--- config.mk ---
export PLATFORM = sky130hd
export DESIGN_NAME = pmc_top
export DESIGN_NICKNAME = d
export VERILOG_FILES = /design/src/rtl/pmc_clkdiv.v /design/src/rtl/pmc_top.v
export VERILOG_INCLUDE_DIRS = /design/src /design/src/rtl
export SDC_FILE = /design/constraint.sdc
export NUM_CORES = 1
export LEC_CHECK = 0
export ABC_AREA = 1
export BUFFER_PORTS_ARGS = -buffer_cell sky130_fd_sc_hd__buf_2
export CORE_MARGIN = 2
export CORE_UTILIZATION = 50
export CTS_BUF_LIST = sky130_fd_sc_hd__clkbuf_16
export CTS_CLUSTER_DIAMETER = 100
export DETAILED_ROUTE_END_ITERATION = 7
export MAX_ROUTING_LAYER = met4
export PLACE_DENSITY = 0.73
export SLEW_MARGIN = 15
export SYNTH_ARGS = -nofsm -noshare
export SYNTH_HDL_FRONTEND = slang
export SYNTH_SLANG_ARGS = --single-unit
--- constraint.sdc ---
create_clock -name clk_i -period 2.7 [get_ports clk_i]
set_input_delay 0.54 -clock clk_i [delete_from_list [all_inputs] [get_ports clk_i]]
set_output_delay 0.54 -clock clk_i [all_outputs]
set_load 0.02 [all_outputs]
--- src/rtl/pmc_consts.vh ---
// Constants for the power mode and clock divider control block.
// Assumes a 32-bit classic Wishbone slave with word-aligned byte addresses.
`ifndef PMC_CONSTS_VH
`define PMC_CONSTS_VH

// Register byte offsets
`define PMC_OFS_VRCTL 8'h00
`define PMC_OFS_LOOPCTL 8'h04
`define PMC_OFS_DIV 8'h08
`define PMC_OFS_LOCKCNT 8'h0C
`define PMC_OFS_MODE 8'h10
`define PMC_OFS_STATUS 8'h14

// Regulator control fields: [1:0] frequency field, [7:4] voltage step code
`define PMC_VR_REGULATOR_FREQUENCY_FIELD_LSB 0
`define PMC_VR_VSEL_LSB 4
`define PMC_VR_REGULATOR_FREQUENCY_FIELD_OFF 2'h0
`define PMC_VR_RESET 8'h81

// Loop control fields: [7:1] multiplier in half steps... [0] bypass
`define PMC_LC_BYPASS_BIT 0
`define PMC_LC_MULTIPLIER_SELECT_FIELD_LSB 1
`define PMC_LC_PDWN_BIT 8
`define PMC_MULTIPLIER_SELECT_FIELD_RESET 7'h14
`define PMC_MULTIPLIER_SELECT_FIELD_MIN 7'h01
`define PMC_MULTIPLIER_SELECT_FIELD_MAX 7'h7F

// Divider fields: [3:0] system select, [5:4] core select
`define PMC_DIV_SSEL_LSB 0
`define PMC_DIV_CSEL_LSB 4
`define PMC_SSEL_RESET 4'h5
`define PMC_CSEL_RESET 2'h0

// Lock counter reset value, in reference clock periods
`define PMC_LOCKCNT_RESET 16'h0200

// Mode command codes written to the mode register
`define PMC_CMD_NONE 3'h0
`define PMC_CMD_SLEEP 3'h1
`define PMC_CMD_DEEP 3'h2

// Longest settle time in microseconds
`define PMC_SETTLE_US 40

`endif

--- src/rtl/pmc_clkdiv.v ---
// Programmable divider that produces a one-cycle enable pulse.
// Assumes the divisor is stable; a change takes effect within the current count.
`timescale 1ns/1ns

module pmc_clkdiv #(
	parameter WIDTH = 8
) (
	// Clock and reset
	input wire clk_i,
	input wire rst_i,
	// Control
	input wire run_i,
	input wire [WIDTH-1:0] div_i,
	// Output
	output reg tick_o
);

reg [WIDTH-1:0] count;

// Count to div-1 then pulse; a smaller divisor written mid-count wraps at once
always @(posedge clk_i) begin
	if (rst_i || !run_i) begin
		count <= {WIDTH{1'b0}};
		tick_o <= 1'b0;
	end else if (count + {{(WIDTH-1){1'b0}}, 1'b1} >= div_i) begin
		count <= {WIDTH{1'b0}};
		tick_o <= 1'b1;
	end else begin
		count <= count + {{(WIDTH-1){1'b0}}, 1'b1};
		tick_o <= 1'b0;
	end
end

endmodule // pmc_clkdiv

--- src/rtl/pmc_top.v ---
// Power mode state machine, clock dividers and lock counter with a
// classic Wishbone register slave.
// Assumes clk_i stands for the loop output and ref_tick_i marks each
// reference clock period; reset_pin_i comes asynchronously from a pin.
// Register writes commit on the edge that samples ack high, so a master
// that abandons a cycle early leaves every register untouched.
// Multiplier codes are half steps over seven bits: 64x is out of reach.
// The divider and lock count choices are the software's; the logic
// only refuses a zero system select and a zero multiplier.
// The multiplier and voltage outputs follow their fields one cycle late.
`timescale 1ns/1ns
`include "pmc_consts.vh"

module pmc_top #(
	parameter CLK_MHZ = 50,
	parameter LOCK_W = 16
) (
	// Clock and reset
	input wire clk_i,
	input wire rst_i,
	// Wishbone slave
	input wire wb_cyc_i,
	input wire wb_stb_i,
	input wire wb_we_i,
	input wire [7:0] wb_adr_i,
	input wire [3:0] wb_sel_i,
	input wire [31:0] wb_dat_i,
	output wire [31:0] wb_dat_o,
	output reg wb_ack_o,
	// Reference and wake
	input wire ref_tick_i,
	input wire reset_pin_i,
	input wire wake_event_i,
	// Clock enables
	output wire core_clk_en_o,
	output wire sys_clk_en_o,
	// Loop and regulator
	output reg loop_bypass_o,
	output reg [6:0] loop_mult_o,
	output reg [3:0] core_volt_code_o,
	output reg regulator_on_o,
	output reg core_supply_on_o,
	// System side
	output reg async_access_allow_o,
	output reg pin_tristate_o,
	output reg boot_start_o,
	output reg [4:0] power_mode_o
);

// ------------------------------------------------------------
// Mode encoding
// ------------------------------------------------------------
localparam [4:0] ST_FULLON = 5'h01;
localparam [4:0] ST_ACTIVE = 5'h02;
localparam [4:0] ST_SLEEP = 5'h04;
localparam [4:0] ST_DEEP = 5'h08;
localparam [4:0] ST_HIBER = 5'h10;

// Regulator reset word: frequency field in the low bits, voltage code above
localparam [7:0] VR_RESET = `PMC_VR_RESET;

// ------------------------------------------------------------
// Pin synchronisers
// ------------------------------------------------------------
reg rst_pin_s1;
reg rst_pin_s2;
reg wake_s1;
reg wake_s2;

// Two flops before any logic sees the pins
// Only the second stage is read, so a metastable first stage stays local
always @(posedge clk_i) begin
	if (rst_i) begin
		rst_pin_s1 <= 1'b0;
		rst_pin_s2 <= 1'b0;
		wake_s1 <= 1'b0;
		wake_s2 <= 1'b0;
	end else begin
		rst_pin_s1 <= reset_pin_i;
		rst_pin_s2 <= rst_pin_s1;
		wake_s1 <= wake_event_i;
		wake_s2 <= wake_s1;
	end
end

// ------------------------------------------------------------
// Registers
// ------------------------------------------------------------
reg [1:0] vr_regulator_frequency_field;
reg [3:0] vr_vsel;
reg lc_bypass;
reg lc_pdwn;
reg [6:0] lc_multiplier_select_field;
reg [3:0] ssel;
reg [1:0] csel;
reg [LOCK_W-1:0] lock_count;
reg [LOCK_W-1:0] lock_remain;
reg locking;
reg [2:0] mode_cmd;

// A request is new while ack is still low
wire wb_req = wb_cyc_i & wb_stb_i & ~wb_ack_o;
// A write lands on the edge at which the master sees ack high
wire wb_wr = wb_cyc_i & wb_stb_i & wb_ack_o & wb_we_i & wb_sel_i[0];
wire wr_vr = wb_wr && (wb_adr_i == `PMC_OFS_VRCTL);
wire wr_lc = wb_wr && (wb_adr_i == `PMC_OFS_LOOPCTL);
wire wr_div = wb_wr && (wb_adr_i == `PMC_OFS_DIV);
wire wr_lock = wb_wr && (wb_adr_i == `PMC_OFS_LOCKCNT);
wire wr_mode = wb_wr && (wb_adr_i == `PMC_OFS_MODE);

wire [6:0] multiplier_select_field_wr = wb_dat_i[`PMC_LC_MULTIPLIER_SELECT_FIELD_LSB+6:`PMC_LC_MULTIPLIER_SELECT_FIELD_LSB];
wire [3:0] vsel_wr = wb_dat_i[`PMC_VR_VSEL_LSB+3:`PMC_VR_VSEL_LSB];
wire volt_chg = wr_vr && (vsel_wr != vr_vsel);
wire mult_chg = wr_lc && (multiplier_select_field_wr != lc_multiplier_select_field) && (multiplier_select_field_wr != 7'h00);

// Acknowledge one cycle after the request; drops the cycle after
// One wait state keeps the bus simple; no request is ever refused
always @(posedge clk_i) begin
	if (rst_i)
		wb_ack_o <= 1'b0;
	else
		wb_ack_o <= wb_req;
end

// Register writes; byte lane 0 carries most fields, lane 1 the power-down bit and the lock count high byte
always @(posedge clk_i) begin
	if (rst_i) begin
		vr_regulator_frequency_field <= VR_RESET[`PMC_VR_REGULATOR_FREQUENCY_FIELD_LSB+1:`PMC_VR_REGULATOR_FREQUENCY_FIELD_LSB];
		vr_vsel <= VR_RESET[`PMC_VR_VSEL_LSB+3:`PMC_VR_VSEL_LSB];
		lc_bypass <= 1'b0;
		lc_pdwn <= 1'b0;
		lc_multiplier_select_field <= `PMC_MULTIPLIER_SELECT_FIELD_RESET;
		ssel <= `PMC_SSEL_RESET;
		csel <= `PMC_CSEL_RESET;
		lock_count <= `PMC_LOCKCNT_RESET;
		mode_cmd <= `PMC_CMD_NONE;
	end else begin
		mode_cmd <= `PMC_CMD_NONE;
		if (wr_vr) begin
			vr_regulator_frequency_field <= wb_dat_i[`PMC_VR_REGULATOR_FREQUENCY_FIELD_LSB+1:`PMC_VR_REGULATOR_FREQUENCY_FIELD_LSB];
			vr_vsel <= vsel_wr;
		end
		// Waking from hibernate brings the regulator back; without this the
		// zero frequency field would send the mode straight back to hibernate
		if ((power_mode_o == ST_HIBER) && rst_pin_s2)
			vr_regulator_frequency_field <= VR_RESET[`PMC_VR_REGULATOR_FREQUENCY_FIELD_LSB+1:`PMC_VR_REGULATOR_FREQUENCY_FIELD_LSB];
		if (wr_lc) begin
			lc_bypass <= wb_dat_i[`PMC_LC_BYPASS_BIT];
			lc_pdwn <= wb_sel_i[1] & wb_dat_i[`PMC_LC_PDWN_BIT];
			if (multiplier_select_field_wr != 7'h00)
				lc_multiplier_select_field <= multiplier_select_field_wr;
		end
		if (wr_div) begin
			// Zero select is kept out; the divider would treat it as a divide by one
			if (wb_dat_i[`PMC_DIV_SSEL_LSB+3:`PMC_DIV_SSEL_LSB] != 4'h0)
				ssel <= wb_dat_i[`PMC_DIV_SSEL_LSB+3:`PMC_DIV_SSEL_LSB];
			csel <= wb_dat_i[`PMC_DIV_CSEL_LSB+1:`PMC_DIV_CSEL_LSB];
		end
		if (wr_lock)
			lock_count <= {wb_sel_i[1] ? wb_dat_i[15:8] : lock_count[15:8], wb_dat_i[7:0]};
		if (wr_mode)
			mode_cmd <= wb_dat_i[2:0];
	end
end

// Read mux; unmapped addresses read zero and still acknowledge
reg [31:0] rd_data;
always @* begin
	case (wb_adr_i)
	`PMC_OFS_VRCTL: rd_data = {24'h0, vr_vsel, 2'h0, vr_regulator_frequency_field};
	`PMC_OFS_LOOPCTL: rd_data = {23'h0, lc_pdwn, lc_multiplier_select_field, lc_bypass};
	`PMC_OFS_DIV: rd_data = {26'h0, csel, ssel};
	`PMC_OFS_LOCKCNT: rd_data = {{(32-LOCK_W){1'b0}}, lock_count};
	`PMC_OFS_MODE: rd_data = {27'h0, power_mode_o};
	`PMC_OFS_STATUS: rd_data = {15'h0, locking, lock_remain};
	default: rd_data = 32'h0;
	endcase
end

// Read data is registered so it stands until the next request
reg [31:0] rd_q;
always @(posedge clk_i) begin
	if (rst_i)
		rd_q <= 32'h0;
	else if (wb_req)
		rd_q <= rd_data;
end
assign wb_dat_o = rd_q;

// ------------------------------------------------------------
// Lock counter
// ------------------------------------------------------------
// Reloads on a multiplier or voltage change; decrements only on
// reference periods so the wait does not scale with the loop ratio
// A zero lock count skips the wait altogether
always @(posedge clk_i) begin
	if (rst_i) begin
		lock_remain <= {LOCK_W{1'b0}};
		locking <= 1'b0;
	end else if (mult_chg || volt_chg) begin
		lock_remain <= lock_count;
		locking <= (lock_count != {LOCK_W{1'b0}});
	end else if (locking && ref_tick_i) begin
		lock_remain <= lock_remain - {{(LOCK_W-1){1'b0}}, 1'b1};
		if (lock_remain == {{(LOCK_W-1){1'b0}}, 1'b1})
			locking <= 1'b0;
	end
end

// Applied multiplier and voltage follow the programmed values
always @(posedge clk_i) begin
	if (rst_i) begin
		loop_mult_o <= `PMC_MULTIPLIER_SELECT_FIELD_RESET;
		core_volt_code_o <= VR_RESET[`PMC_VR_VSEL_LSB+3:`PMC_VR_VSEL_LSB];
	end else begin
		loop_mult_o <= lc_multiplier_select_field;
		core_volt_code_o <= vr_vsel;
	end
end

// ------------------------------------------------------------
// Power mode state machine
// ------------------------------------------------------------
// Mode commands are honoured only from the two running modes; the
// asleep modes listen to their wake sources alone
reg [4:0] next_mode;
wire wake_mode_bypass = lc_bypass;
always @* begin
	next_mode = power_mode_o;
	case (power_mode_o)
	ST_FULLON, ST_ACTIVE: begin
		if (vr_regulator_frequency_field == `PMC_VR_REGULATOR_FREQUENCY_FIELD_OFF)
			next_mode = ST_HIBER;
		else if (mode_cmd == `PMC_CMD_DEEP)
			next_mode = ST_DEEP;
		else if (mode_cmd == `PMC_CMD_SLEEP)
			next_mode = ST_SLEEP;
		else if (!lc_bypass && !lc_pdwn)
			next_mode = ST_FULLON;
		else
			next_mode = ST_ACTIVE;
	end
	ST_SLEEP: begin
		// Any wake source ends sleep
		if (wake_s2 || rst_pin_s2)
			next_mode = wake_mode_bypass ? ST_ACTIVE : ST_FULLON;
	end
	ST_DEEP: begin
		// Other wake events are ignored here
		if (rst_pin_s2)
			next_mode = wake_mode_bypass ? ST_ACTIVE : ST_FULLON;
	end
	ST_HIBER: begin
		// Only the reset pin restores power
		if (rst_pin_s2)
			next_mode = ST_FULLON;
	end
	default: next_mode = ST_FULLON;
	endcase
end

// Mode register and the power-side outputs it drives
// Outputs follow next_mode so they change on the same edge as the mode
always @(posedge clk_i) begin
	if (rst_i) begin
		power_mode_o <= ST_FULLON;
		regulator_on_o <= 1'b1;
		core_supply_on_o <= 1'b1;
		pin_tristate_o <= 1'b0;
		async_access_allow_o <= 1'b1;
		boot_start_o <= 1'b0;
		loop_bypass_o <= 1'b0;
	end else begin
		power_mode_o <= next_mode;
		regulator_on_o <= (next_mode != ST_HIBER);
		core_supply_on_o <= (next_mode != ST_HIBER);
		pin_tristate_o <= (next_mode == ST_HIBER);
		async_access_allow_o <= (next_mode != ST_DEEP) && (next_mode != ST_HIBER);
		// Boot only once the regulator is back on
		boot_start_o <= (power_mode_o == ST_HIBER) && (next_mode != ST_HIBER);
		loop_bypass_o <= (next_mode == ST_ACTIVE);
	end
end

// ------------------------------------------------------------
// Clock dividers
// ------------------------------------------------------------
// Active mode bypasses the loop: both clocks run at the reference rate
wire in_bypass = (power_mode_o == ST_ACTIVE);
wire core_run = (power_mode_o == ST_FULLON) || in_bypass;
wire sys_run = core_run || (power_mode_o == ST_SLEEP);
wire [7:0] core_div = 8'h01 << csel;
wire [7:0] sys_div = {4'h0, ssel};
wire core_tick;
wire sys_tick;

// Each divider restarts from zero when its run condition returns
pmc_clkdiv #(.WIDTH(8)) u_core_div (
	.clk_i(clk_i),
	.rst_i(rst_i),
	.run_i(core_run && !in_bypass),
	.div_i(core_div),
	.tick_o(core_tick)
);

pmc_clkdiv #(.WIDTH(8)) u_sys_div (
	.clk_i(clk_i),
	.rst_i(rst_i),
	.run_i(sys_run && !in_bypass),
	.div_i(sys_div),
	.tick_o(sys_tick)
);

// Enables gated during relock so no glitchy loop clock leaks out
// Trade-off: enables are combinational so a tick costs no extra cycle
assign core_clk_en_o = core_run && !locking && (in_bypass ? ref_tick_i : core_tick);
assign sys_clk_en_o = sys_run && !locking && (in_bypass ? ref_tick_i : sys_tick);

endmodule // pmc_top

==> metrics, run 1 <==
Initial Utilization 51.06%; DRT Pass-1 Iters 5; most frequent cells in the layout nand2_1 (163), dfxtp_1 (118), inv_1 (112); global-route track usage on met1 around 33%; Main synth FF type dfxtp_1; mean post-synth cell area between 6 and 7 sq um; Max-Cap Viols 0; worst hold start reset_pin_i; top post-synthesis cells by area dfxtp_1 (41%), nand2_1 (10%), inv_1 (7.2%); postcts setup bufs 0; DR vias/cell 5.179; multi-input logic area 2879 sq um; synth warn 0; normalized max-slew margin 42.59%; DP Area 6296 sq um; commonest non-fill, non-tap cell in the layout nand2_1; hold depth 3; largest net degree at the start of global routing 49; Max Freq 405.7 MHz; clock latency on the worst-skew pair 420 ps; GRT met2 Usage 41.25%; Core Rows 39; Die Ht 112.0 um; Die ar. 12,540 sq um; Pwr per Cell Area slightly above 600 nW/um^2; Post-synth EDFFs 0; Final Hold Fails 0; unrepaired setup endpoints after global routing false; Worst R2R Path Depth 9; critical path arrival 1920 ps; Final ANT Viol Nets 0; total track usage 26.07%; final setup vio count 0; Critical Path RT 2160 ps; Fillers 1,113; Final #Nets 981; Worst setup EP type output port; Worst Setup Path Type reg -> out; CTS tree yes; Post-synth ARST share 0%; vias in the first global route 5,209; Worst-path clk slew ~60 ps; R2R Setup Slk 660 ps; top-level port count 109; CTS max path bufs 2; post-DP HPWL roughly 11,000 um; setup ws final roughly 240 ps; Core Region 11,420 sq um; Initial DRC Count 448; sequential share of the synthesized area 40.52%; drt wl/cell between 10 and 15 um; initial antenna violation count 0; Mapped Area 5831 sq um; final slew viol count 0; Mapped Cells roughly 830; Crit Path Max Fanout 6; # port buffers 75; FF+latch count, synth 118; DP Worst Slack 329.9 ps; top cell type by total area after synthesis dfxtp_1; critical path cell sequence nor2_1 > nand4_1 > inv_1 > nand2_1 > a221oi_1 > buf_2; CTS buffer count 17; post-cts resize count 0; Clock Skew 7.106 ps; Worst Tran Pin Value 861.1 ps; status completed; Worst VDD drop 0.0005936 V; Leakage 0.003231 uW; worst r2r dst lock_remain[4]; Setup TNS 0 ps; slowest cell on the critical path dfxtp_1; area share of the largest cell type after synthesis 40.52%; Worst Setup Start Kind flip-flop; register area 2362 sq um; vias approximately 5,600; fin crit share 91.29%; CP bufs+invs 2; Layout Cell Area excl Fill 6899 sq um; r2r startpoint wb_ack_o; Congestion Overflow GR 0; layout cells sized above 1 between 10% and 20%; CTS root buffer clkbuf_16; Area Growth Syn to Fin 18.33%; minimum clock period after layout 2465 ps; CP top delay family simple AND/OR/NAND/NOR gates; CTS H-tree lvls 4; CTS Sinks 118; first-pass GRT wire length 25,280 um; worst min path class in -> reg; DIE WIDTH 112.0 um; Hold Crit Endpoint rst_pin_s1; Final GP Congestion 0.9425; Synth cell types 40; CP peak stage delay between 300 and 400 ps; hold buffer count at CTS 0; antenna cells 0; final WL approximately 15,000 um; DRC viols 0; met3 Use GR approximately 5.9%; layer with the highest usage met2
-- stage by stage --
step           cells  hold WS [ps]  power, uW  util (%)
2_1_floorplan    855         388.3       1926         -
3_3_place_gp    1041         389.8       1977     55.14
3_5_place_dp    1041         396.0       1977     55.14
4_1_cts         1073         311.8       4266     60.42
5_1_grt         1073         331.6       4377     60.42
6_report        1073         321.5       4236     60.42
-- synthesized netlist by cell type (2+ instances only) --
| cell type | count |
|---|---|
| nand2_1 | 163 |
| dfxtp_1 | 118 |
| inv_1 | 112 |
| nor2_1 | 104 |
| a21oi_1 | 72 |
| o21ai_0 | 57 |
| nand3_1 | 44 |
| nand4_1 | 17 |
| buf_4 | 16 |
| clkbuf_1 | 16 |
| o22ai_1 | 16 |
| ha_1 | 12 |
| xnor2_1 | 9 |
| nor3_1 | 7 |
| nor4_1 | 6 |
| xor2_1 | 6 |
| buf_2 | 5 |
| nor2_4 | 5 |
| o211ai_1 | 5 |
| a31oi_1 | 4 |
| nand2_2 | 4 |
| nand2_4 | 4 |
| a211oi_1 | 3 |
| a21boi_0 | 3 |
| inv_2 | 3 |
| nand3b_1 | 3 |
| nor2_2 | 3 |
| or2_2 | 3 |
| buf_6 | 2 |
-- power by group --
| group | switching (uW) | leakage, uW | internal, uW | total [uW] |
|---|---|---|---|---|
| Clock | 842 | 0.000285 | 1450 | 2290 |
| Combinational | 124 | 0.00199 | 51.9 | 176 |
| Sequential | 9.30 | 0.000956 | 1760 | 1770 |
| Total | 975 | 0.00323 | 3260 | 4240 |
-- cell families after synthesis --
group / synth area share (%)
simple gates: 28.15
fa+ha+maj: 2.575
other cells: 0.06432
compound gates: 14.91
flops: 40.52
buf+inv: 11.52
xor+xnor: 2.253
-- layout make-up --
| cell class | instances | share of cell area [%] |
|---|---|---|
| clock buffers | 17 | 6.166 |
| clock inverters | 15 | 2.575 |
| inverters | 117 | 6.384 |
| multi-input cells | 580 | 41.73 |
| flip-flops and latches | 118 | 34.24 |
| well taps | 143 | 2.593 |
| repair buffers | 83 | 6.311 |
-- layer usage --
metal  vias to the layer above  share of wire, %
met2                       174                47
met5                         -                 0
li1                       2832                 -
met4                         0               1.5
met3                        22               5.9
met1                      2529                46
-- flip-flops by register name (all words and copies together) (netlist names), 5 cells and up --
name / count
wb_dat_o: 17
lock_count: 16
lock_remain: 16
u_core_div.count: 8
u_sys_div.count: 8
lc_multiplier_select_field: 7
loop_mult_o: 7
power_mode_o: 5
-- how the worst max path moves through the flow --
stage,startpoint,endpoint,slack [ps],depth (start not counted)
global route,power_mode_o[2],sys_clk_en_o,60,6
detailed placement,wb_dat_i[1],lock_remain[15],330,10
CTS,power_mode_o[2],sys_clk_en_o,230,6
floorplan,power_mode_o[2],sys_clk_en_o,650,5
global placement,wb_dat_i[4],lock_remain[14],350,12
finish,power_mode_o[2],sys_clk_en_o,240,6
-- worst register-to-register path: stages (launching register included) --
cell	delay, ps
dfxtp_1	360
nand3_1	130
nor2_4	210
nand3_4	170
nor2_4	300
nand2_4	200
nand3_1	310
nor2_1	80
nor2_1	110
nor2_1	40
Note: power is estimated with default switching activity, not from simulation.
==> inputs of run 2 (changes only) <==
--- a/config.mk
+++ b/config.mk
@@ -6,16 +6,15 @@
 export SDC_FILE = /design/constraint.sdc
 export NUM_CORES = 1
 export LEC_CHECK = 0
-export ABC_AREA = 1
 export BUFFER_PORTS_ARGS = -buffer_cell sky130_fd_sc_hd__buf_2
 export CORE_MARGIN = 2
-export CORE_UTILIZATION = 50
+export CORE_UTILIZATION = 55
 export CTS_BUF_LIST = sky130_fd_sc_hd__clkbuf_16
 export CTS_CLUSTER_DIAMETER = 100
 export DETAILED_ROUTE_END_ITERATION = 7
 export MAX_ROUTING_LAYER = met4
-export PLACE_DENSITY = 0.73
-export SLEW_MARGIN = 15
+export PLACE_DENSITY = 0.79
+export SLEW_MARGIN = 20
 export SYNTH_ARGS = -nofsm -noshare
 export SYNTH_HDL_FRONTEND = slang
 export SYNTH_SLANG_ARGS = --single-unit
==> metrics, run 2 <==
total track usage 29.06% (was 26.07%); Worst-path clk slew 50 ps (was 60 ps); CTS max path bufs 2 (unchanged); R2R Setup Slk 590 ps (was 660 ps); drt wl/cell 17.59 um (was 14.18 um); Leakage 0.002783 uW (was 0.003231 uW); Setup TNS 0 ps (unchanged); post-cts resize count 0 (unchanged); normalized max-slew margin 55.51% (was 42.59%); worst r2r dst lock_remain[11] (was lock_remain[4]); vias 5,322 (was 5,557); largest net degree at the start of global routing 48 (was 49); Clock Skew 11.42 ps (was 7.106 ps); Mapped Cells 659 (was 833); Synth cell types 72 (was 40); Fillers 821 (was 1,113); Main synth FF type dfxtp_1 (unchanged); FF+latch count, synth 118 (unchanged); vias in the first global route 5,101 (was 5,209); Worst Setup Path Type reg -> out (unchanged); minimum clock period after layout 2561 ps (was 2465 ps); Core Region 10,280 sq um (was 11,420 sq um); DRC viols 0 (unchanged); Worst setup EP type output port (unchanged); commonest non-fill, non-tap cell in the layout dfxtp_1 (was nand2_1); CP top delay family simple AND/OR/NAND/NOR gates (unchanged); Worst Tran Pin Value 661.2 ps (was 861.1 ps); Hold Crit Endpoint wake_s1 (was rst_pin_s1); Initial DRC Count 490 (was 448); Pwr per Cell Area 614.0 nW/um^2 (about the same); antenna cells 0 (unchanged); Post-synth EDFFs 0 (unchanged); top cell type by total area after synthesis dfxtp_1 (unchanged); Max-Cap Viols 0 (unchanged); Initial Utilization 56.55% (was 51.06%); mean post-synth cell area 8.819 sq um (was 7.000 sq um); area share of the largest cell type after synthesis 40.65% (was 40.52%); synth warn 0 (unchanged); CP peak stage delay 400 ps (was 380 ps); first-pass GRT wire length 25,180 um (was 25,280 um); Max Freq 390.5 MHz (was 405.7 MHz); Final ANT Viol Nets 0 (unchanged); max FFs per register 17 (unchanged); fin crit share 94.84% (was 91.29%); Worst Setup Start Kind flip-flop (unchanged); Final Hold Fails 0 (unchanged); final slew viol count 0 (unchanged); fin cells 893 (was 1,073); Die ar. 11,410 sq um (was 12,540 sq um); placed instance count 861 (was 1,041); register area 2362 sq um (unchanged); DRT Pass-1 Iters 7 (was 5); Crit Path Max Fanout 2 (was 6); DIE WIDTH 106.8 um (was 112.0 um); # port buffers 75 (unchanged); Worst VDD drop 0.0004437 V (was 0.0005936 V); Final GP Congestion 1.022 (was 0.9425); initial antenna violation count 0 (unchanged); Final #Nets 808 (was 981); final setup vio count 0 (unchanged); post-DP HPWL 11,210 um (was 11,130 um); r2r startpoint lock_remain[6] (was wb_ack_o); Post-synth ARST share 0% (unchanged); Congestion Overflow GR 0 (unchanged); Die Ht 106.8 um (was 112.0 um); critical path cell sequence or3_1 > or2_2 > mux2i_1 > a211oi_1 > buf_2 (was nor2_1 > nand4_1 > inv_1 > nand2_1 > a221oi_1 > buf_2); hold buffer count at CTS 0 (unchanged); Worst R2R Path Depth 5 (was 9); multi-input logic area 3189 sq um (was 2879 sq um); top post-synthesis cells by area dfxtp_1 (41%), nand2_1 (5.0%), nor2_1 (3.7%) (was dfxtp_1 (41%), nand2_1 (10%), inv_1 (7.2%)); clock latency on the worst-skew pair 420 ps (about the same); sequential share of the synthesized area 40.65% (was 40.52%); most frequent cells in the layout dfxtp_1 (118), nand2_1 (77), buf_2 (75) (was nand2_1 (163), dfxtp_1 (118), inv_1 (112)); Core Rows 37 (was 39); hold depth 2 (was 3); unrepaired setup endpoints after global routing false (unchanged); top-level port count 109 (unchanged); worst hold start wake_event_i (was reset_pin_i); DR vias/cell 5.960 (was 5.179); CTS buffer count 17 (unchanged); CTS tree yes (unchanged); layout cells sized above 1 21.27% (was 14.84%); postcts setup bufs 0 (unchanged); final WL 15,710 um (was 15,220 um); Critical Path RT 2160 ps (about the same); status completed (unchanged); Area Growth Syn to Fin 18.34% (was 18.33%); Mapped Area 5812 sq um (was 5831 sq um); synth cell count leaders dfxtp_1 (118), nand2_1 (77), nor2_1 (57) (was nand2_1 (163), dfxtp_1 (118), inv_1 (112)); CTS Sinks 118 (unchanged); most frequent cell after synthesis dfxtp_1 (was nand2_1); CP bufs+invs 1 (was 2); CTS H-tree lvls 4 (unchanged); slowest cell on the critical path or3_1 (was dfxtp_1); CTS root buffer clkbuf_16 (unchanged); Tot Pwr 4223 uW (was 4236 uW); critical path arrival 2020 ps (was 1920 ps); worst min path class in -> reg (unchanged)
run 2: changes by cell type in the layout (fill, tap and decap cells not counted), sizes merged, moves of 12 or more:
cell,previous run,this run
inv,118,15
nand2,171,77
nor2,112,58
o21ai,57,24
a21oi,72,41
nor2b,0,31
mux2,0,18
mux2i,0,18
nand3,45,28
o22ai,16,0
xor2,6,19
nand2b,0,12
run 2: cell type report:
| cell class | count | area share, % |
|---|---|---|
| clock buffer | 17 | 6.185 |
| clock inverter | 15 | 2.383 |
| inverter | 15 | 0.8186 |
| multi-input combinational | 499 | 46.37 |
| sequential | 118 | 34.35 |
| tap | 136 | 2.474 |
| timing repair buffer | 93 | 7.422 |
run 2: power breakdown:
group / switching, uW / internal, uW
clock network: 820 / 1430
registers: 9.88 / 1760
logic: 139 / 63.4
run 2: layer usage:
metal  global-route usage, %  wire length (um)
met5                       -                 0
met4                   11.60               296
met3                   5.046              1094
met2                   46.91              7654
met1                   36.38              6664
run 2: worst reg2reg max path, stage by stage, from the launching register on:
cell and delay, ps:
dfxtp_1 380, nor4_1 630, nand2_1 210, or4_1 500
a21oi_1 180, mux2_4 160
run 2: how the worst max path moves through the flow:
| stage | startpoint | endpoint | slack [ps] | depth (start not counted) |
|---|---|---|---|---|
| 6_report | power_mode_o[2] | sys_clk_en_o | 140 | 5 |
| 5_1_grt | power_mode_o[2] | sys_clk_en_o | 3 | 5 |
| 4_1_cts | power_mode_o[2] | sys_clk_en_o | 120 | 5 |
| 3_5_place_dp | wb_adr_i[5] | lock_remain[8] | 200 | 6 |
| 3_3_place_gp | wb_adr_i[5] | lock_remain[3] | 210 | 6 |
| 2_1_floorplan | power_mode_o[3] | sys_clk_en_o | 220 | 5 |
run 2: logic make-up after synthesis:
| logic type | Yosys count | share of synthesized area (%) |
|---|---|---|
| AOI/OAI and AO/OA | 122 | 14.19 |
| xor gates and xnor gates | 32 | 4.822 |
| adders and majority gates | 12 | 2.583 |
| buffers and inverters | 64 | 5.899 |
| DFF | 118 | 40.65 |
| muxes | 37 | 7.363 |
| other | 1 | 0.06452 |
| and+or+nand+nor | 273 | 24.43 |
run 2: stage by stage:
| step | hold slack (ps) | worst slack (ps) | util, % | instance area [sq um] |
|---|---|---|---|---|
| final | 334.4 | 139.4 | 66.92 | 6878 |
| after global routing | 347.8 | 3.042 | 66.92 | 6878 |
| after CTS | 330.5 | 121.4 | 66.92 | 6878 |
| after detailed placement | 434.8 | 195.2 | 61.19 | 6289 |
| after global placement | 424.4 | 211.7 | 61.19 | 6289 |
| after floorplan | 413.8 | 215.8 | - | 5894 |
==> inputs of run 3 (changes only) <==
--- a/config.mk
+++ b/config.mk
@@ -17,4 +17,5 @@
 export SLEW_MARGIN = 20
 export SYNTH_ARGS = -nofsm -noshare
 export SYNTH_HDL_FRONTEND = slang
+export SYNTH_HIERARCHICAL = 1
 export SYNTH_SLANG_ARGS = --single-unit
==> metrics, run 3 <==
Worst Setup Start Kind flip-flop (unchanged); Core Region 10,890 sq um (was 10,280 sq um); CTS buffer count 17 (unchanged); CTS root buffer clkbuf_16 (unchanged); antenna cells 0 (unchanged); CP peak stage delay 440 ps (was 400 ps); Final GP Congestion 0.9315 (was 1.022); logic gate share of total power 6.7% (was 4.8%); worst min path class in -> reg (unchanged); Initial DRC Count 366 (was 490); met3 Use GR 5.820% (was 5.046%); DP Worst Slack 3.286 ps (was 195.2 ps); CTS H-tree lvls 4 (unchanged); Worst-path clk slew 50 ps (about the same); Area Growth Syn to Fin 19.04% (was 18.34%); CP bufs+invs 1 (unchanged); Post-synth ARST share 0% (unchanged); largest family of logic cells by synthesized area simple AND/OR/NAND/NOR gates (unchanged); slowest cell on the critical path dfxtp_1 (was or3_1); synth cell count leaders dfxtp_1 (118), nor2_1 (62), nand2_1 (47) (was dfxtp_1 (118), nand2_1 (77), nor2_1 (57)); top post-synthesis cells by area dfxtp_1 (38%), mux2i_1 (5.0%), ha_1 (4.0%) (was dfxtp_1 (41%), nand2_1 (5.0%), nor2_1 (3.7%)); vias 5,353 (was 5,322); clock latency on the worst-skew pair 420 ps (about the same); DR vias/cell 5.800 (was 5.960); layer with the highest usage met2 (unchanged); top-level port count 109 (unchanged); most frequent cells in the layout dfxtp_1 (118), buf_2 (75), nor2_1 (62) (was dfxtp_1 (118), nand2_1 (77), buf_2 (75)); first-pass GRT wire length 25,900 um (was 25,180 um); Leakage 0.003102 uW (was 0.002783 uW); clock network fraction of design power 52.7% (was 53.4%); initial antenna violation count 0 (unchanged); global-route track usage on met1 33.92% (was 36.38%); Die ar. 12,110 sq um (was 11,410 sq um); Final Hold Fails 0 (unchanged); mux cell area share after synthesis 8.537% (was 7.363%); top cell type by total area after synthesis dfxtp_1 (unchanged); setup ws final 250.1 ps (was 139.4 ps); share of the synthesized area in compound gates (AO/OA/AOI/OAI) 11.92% (was 14.19%); Final #Nets 842 (was 808); Post-synth EDFFs 0 (unchanged); synth warn 6 (was 0); Worst Tran Pin Value 602.2 ps (was 661.2 ps); DRC viols 0 (unchanged); Die Ht 110.0 um (was 106.8 um); final setup vio count 0 (unchanged); largest net degree at the start of global routing 107 (was 48); sequential share of the synthesized area 38.20% (was 40.65%); drt wl/cell 17.42 um (was 17.59 um); post-synthesis xor/xnor area fraction 5.381% (was 4.822%); DRT Pass-1 Iters 5 (was 7); Pwr per Cell Area 591.4 nW/um^2 (was 614.0 nW/um^2); Mapped Area 6185 sq um (was 5812 sq um); Max-Cap Viols 0 (unchanged); Crit Path Max Fanout 10 (was 2); unrepaired setup endpoints after global routing false (unchanged); final WL 16,080 um (was 15,710 um); DIE WIDTH 110.0 um (was 106.8 um); layout cells sized above 1 23.12% (was 21.27%); mean post-synth cell area 9.082 sq um (was 8.819 sq um); CTS tree yes (unchanged); total track usage 29.11% (was 29.06%); normalized max-slew margin 59.86% (was 55.51%); adder-cell share of the synthesized area 4.046% (was 2.583%); sw frac 22.41% (was 22.93%); status completed (unchanged); critical path cell sequence nor3_2 > and2_1 > nand2b_1 > a32oi_1 > nor2_1 > buf_2 (was or3_1 > or2_2 > mux2i_1 > a211oi_1 > buf_2); CTS Sinks 118 (unchanged); Initial Utilization 56.80% (was 56.55%); GRT met2 Usage 47.77% (was 46.91%); area share of the largest cell type after synthesis 38.20% (was 40.65%); Clock Skew 4.988 ps (was 11.42 ps); Core Rows 38 (was 37); Synth cell types 71 (was 72); final slew viol count 0 (unchanged); minimum clock period after layout 2450 ps (was 2561 ps); # port buffers 75 (unchanged); max FFs per register 17 (unchanged); Setup TNS 0 ps (unchanged); CTS max path bufs 2 (unchanged); vias in the first global route 5,348 (was 5,101); Worst VDD drop 0.0005064 V (was 0.0004437 V); post-DP HPWL 11,430 um (was 11,210 um); Critical Path RT 2160 ps (about the same); fin crit share 90.74% (was 94.84%); critical path arrival 1910 ps (was 2020 ps); sequential share of power 40.7% (was 41.8%); Worst Setup Path Type reg -> out (unchanged); Congestion Overflow GR 0 (unchanged); Post-Synth Simple-Gate Area 25.85% (was 24.43%); most frequent cell after synthesis dfxtp_1 (unchanged); CP top delay family simple AND/OR/NAND/NOR gates (unchanged); commonest non-fill, non-tap cell in the layout dfxtp_1 (unchanged); Main synth FF type dfxtp_1 (unchanged); FF+latch count, synth 118 (unchanged); Worst setup EP type output port (unchanged); Mapped Cells 681 (was 659); Final ANT Viol Nets 0 (unchanged); Net Switching 975.6 uW (was 968.3 uW); internal power 3379 uW (was 3254 uW); Max Freq 408.2 MHz (was 390.5 MHz)
[run 3: power groups by stage]
stage	sequential, uW	clock (uW)	combinational [uW]
floorplan	1810	0	212
global placement	1810	0	274
detailed placement	1810	0	286
CTS	1770	2310	287
global route	1770	2400	316
finish	1770	2290	291
[run 3: cell type report]
type                       instances  area [sq um]
clock inverter                    15         171.4
timing repair buffer             101         595.6
clock buffer                      17         425.4
sequential                       118          2362
fill                             864          3526
inverter                          25         93.84
multi-input combinational        507          3538
tap                              140         175.2
[run 3: cells by family after synthesis]
| family | count (synthesis) |
|---|---|
| and+or+nand+nor | 282 |
| DFF | 118 |
| AOI/OAI and AO/OA | 97 |
| buffers and inverters | 78 |
| muxes | 47 |
| xor gates and xnor gates | 38 |
| adders and majority gates | 20 |
| other | 1 |
[run 3: metal layers]
layer / vias up / part of all wire [%] / routed length, um
met5: - / 0 / 0
met1: 2541 / 41 / 6634
li1: 2551 / - / -
met4: 0 / 3.2 / 511
met2: 217 / 49 / 7879
met3: 44 / 6.6 / 1058
[run 3: path summary, 6_finish.rpt]
kind / depth (start not counted) / start / slack [ps] / end
worst max-delay path: 6 / power_mode_o[4] / 250 / sys_clk_en_o
worst min-delay path: 2 / wake_event_i / 330 / wake_s1
worst max register to register: 7 / u_sys_div/count[0] / 390 / u_sys_div/tick_o
worst min register to register: 1 / rst_pin_s1 / 440 / rst_pin_s2
[run 3: repair_timing]
action	4_1_cts	5_1_grt
setup endpoints to repair	1	1
gates resized for setup	1	1
hold buffers	0	0
buffers inserted	0	0
[run 3: metrics by stage]
stage               hold slack [ps]  area [sq um]  power [uW]  util (%)  cells
floorplan                     413.8          6267        2019         -    703
global placement              423.9          6760        2079     62.09    891
detailed placement            438.2          6760        2092     62.09    891
CTS                           317.9          7362        4371     67.62    923
global route                  354.1          7362        4484     67.62    923
finish                        330.5          7362        4354     67.62    923
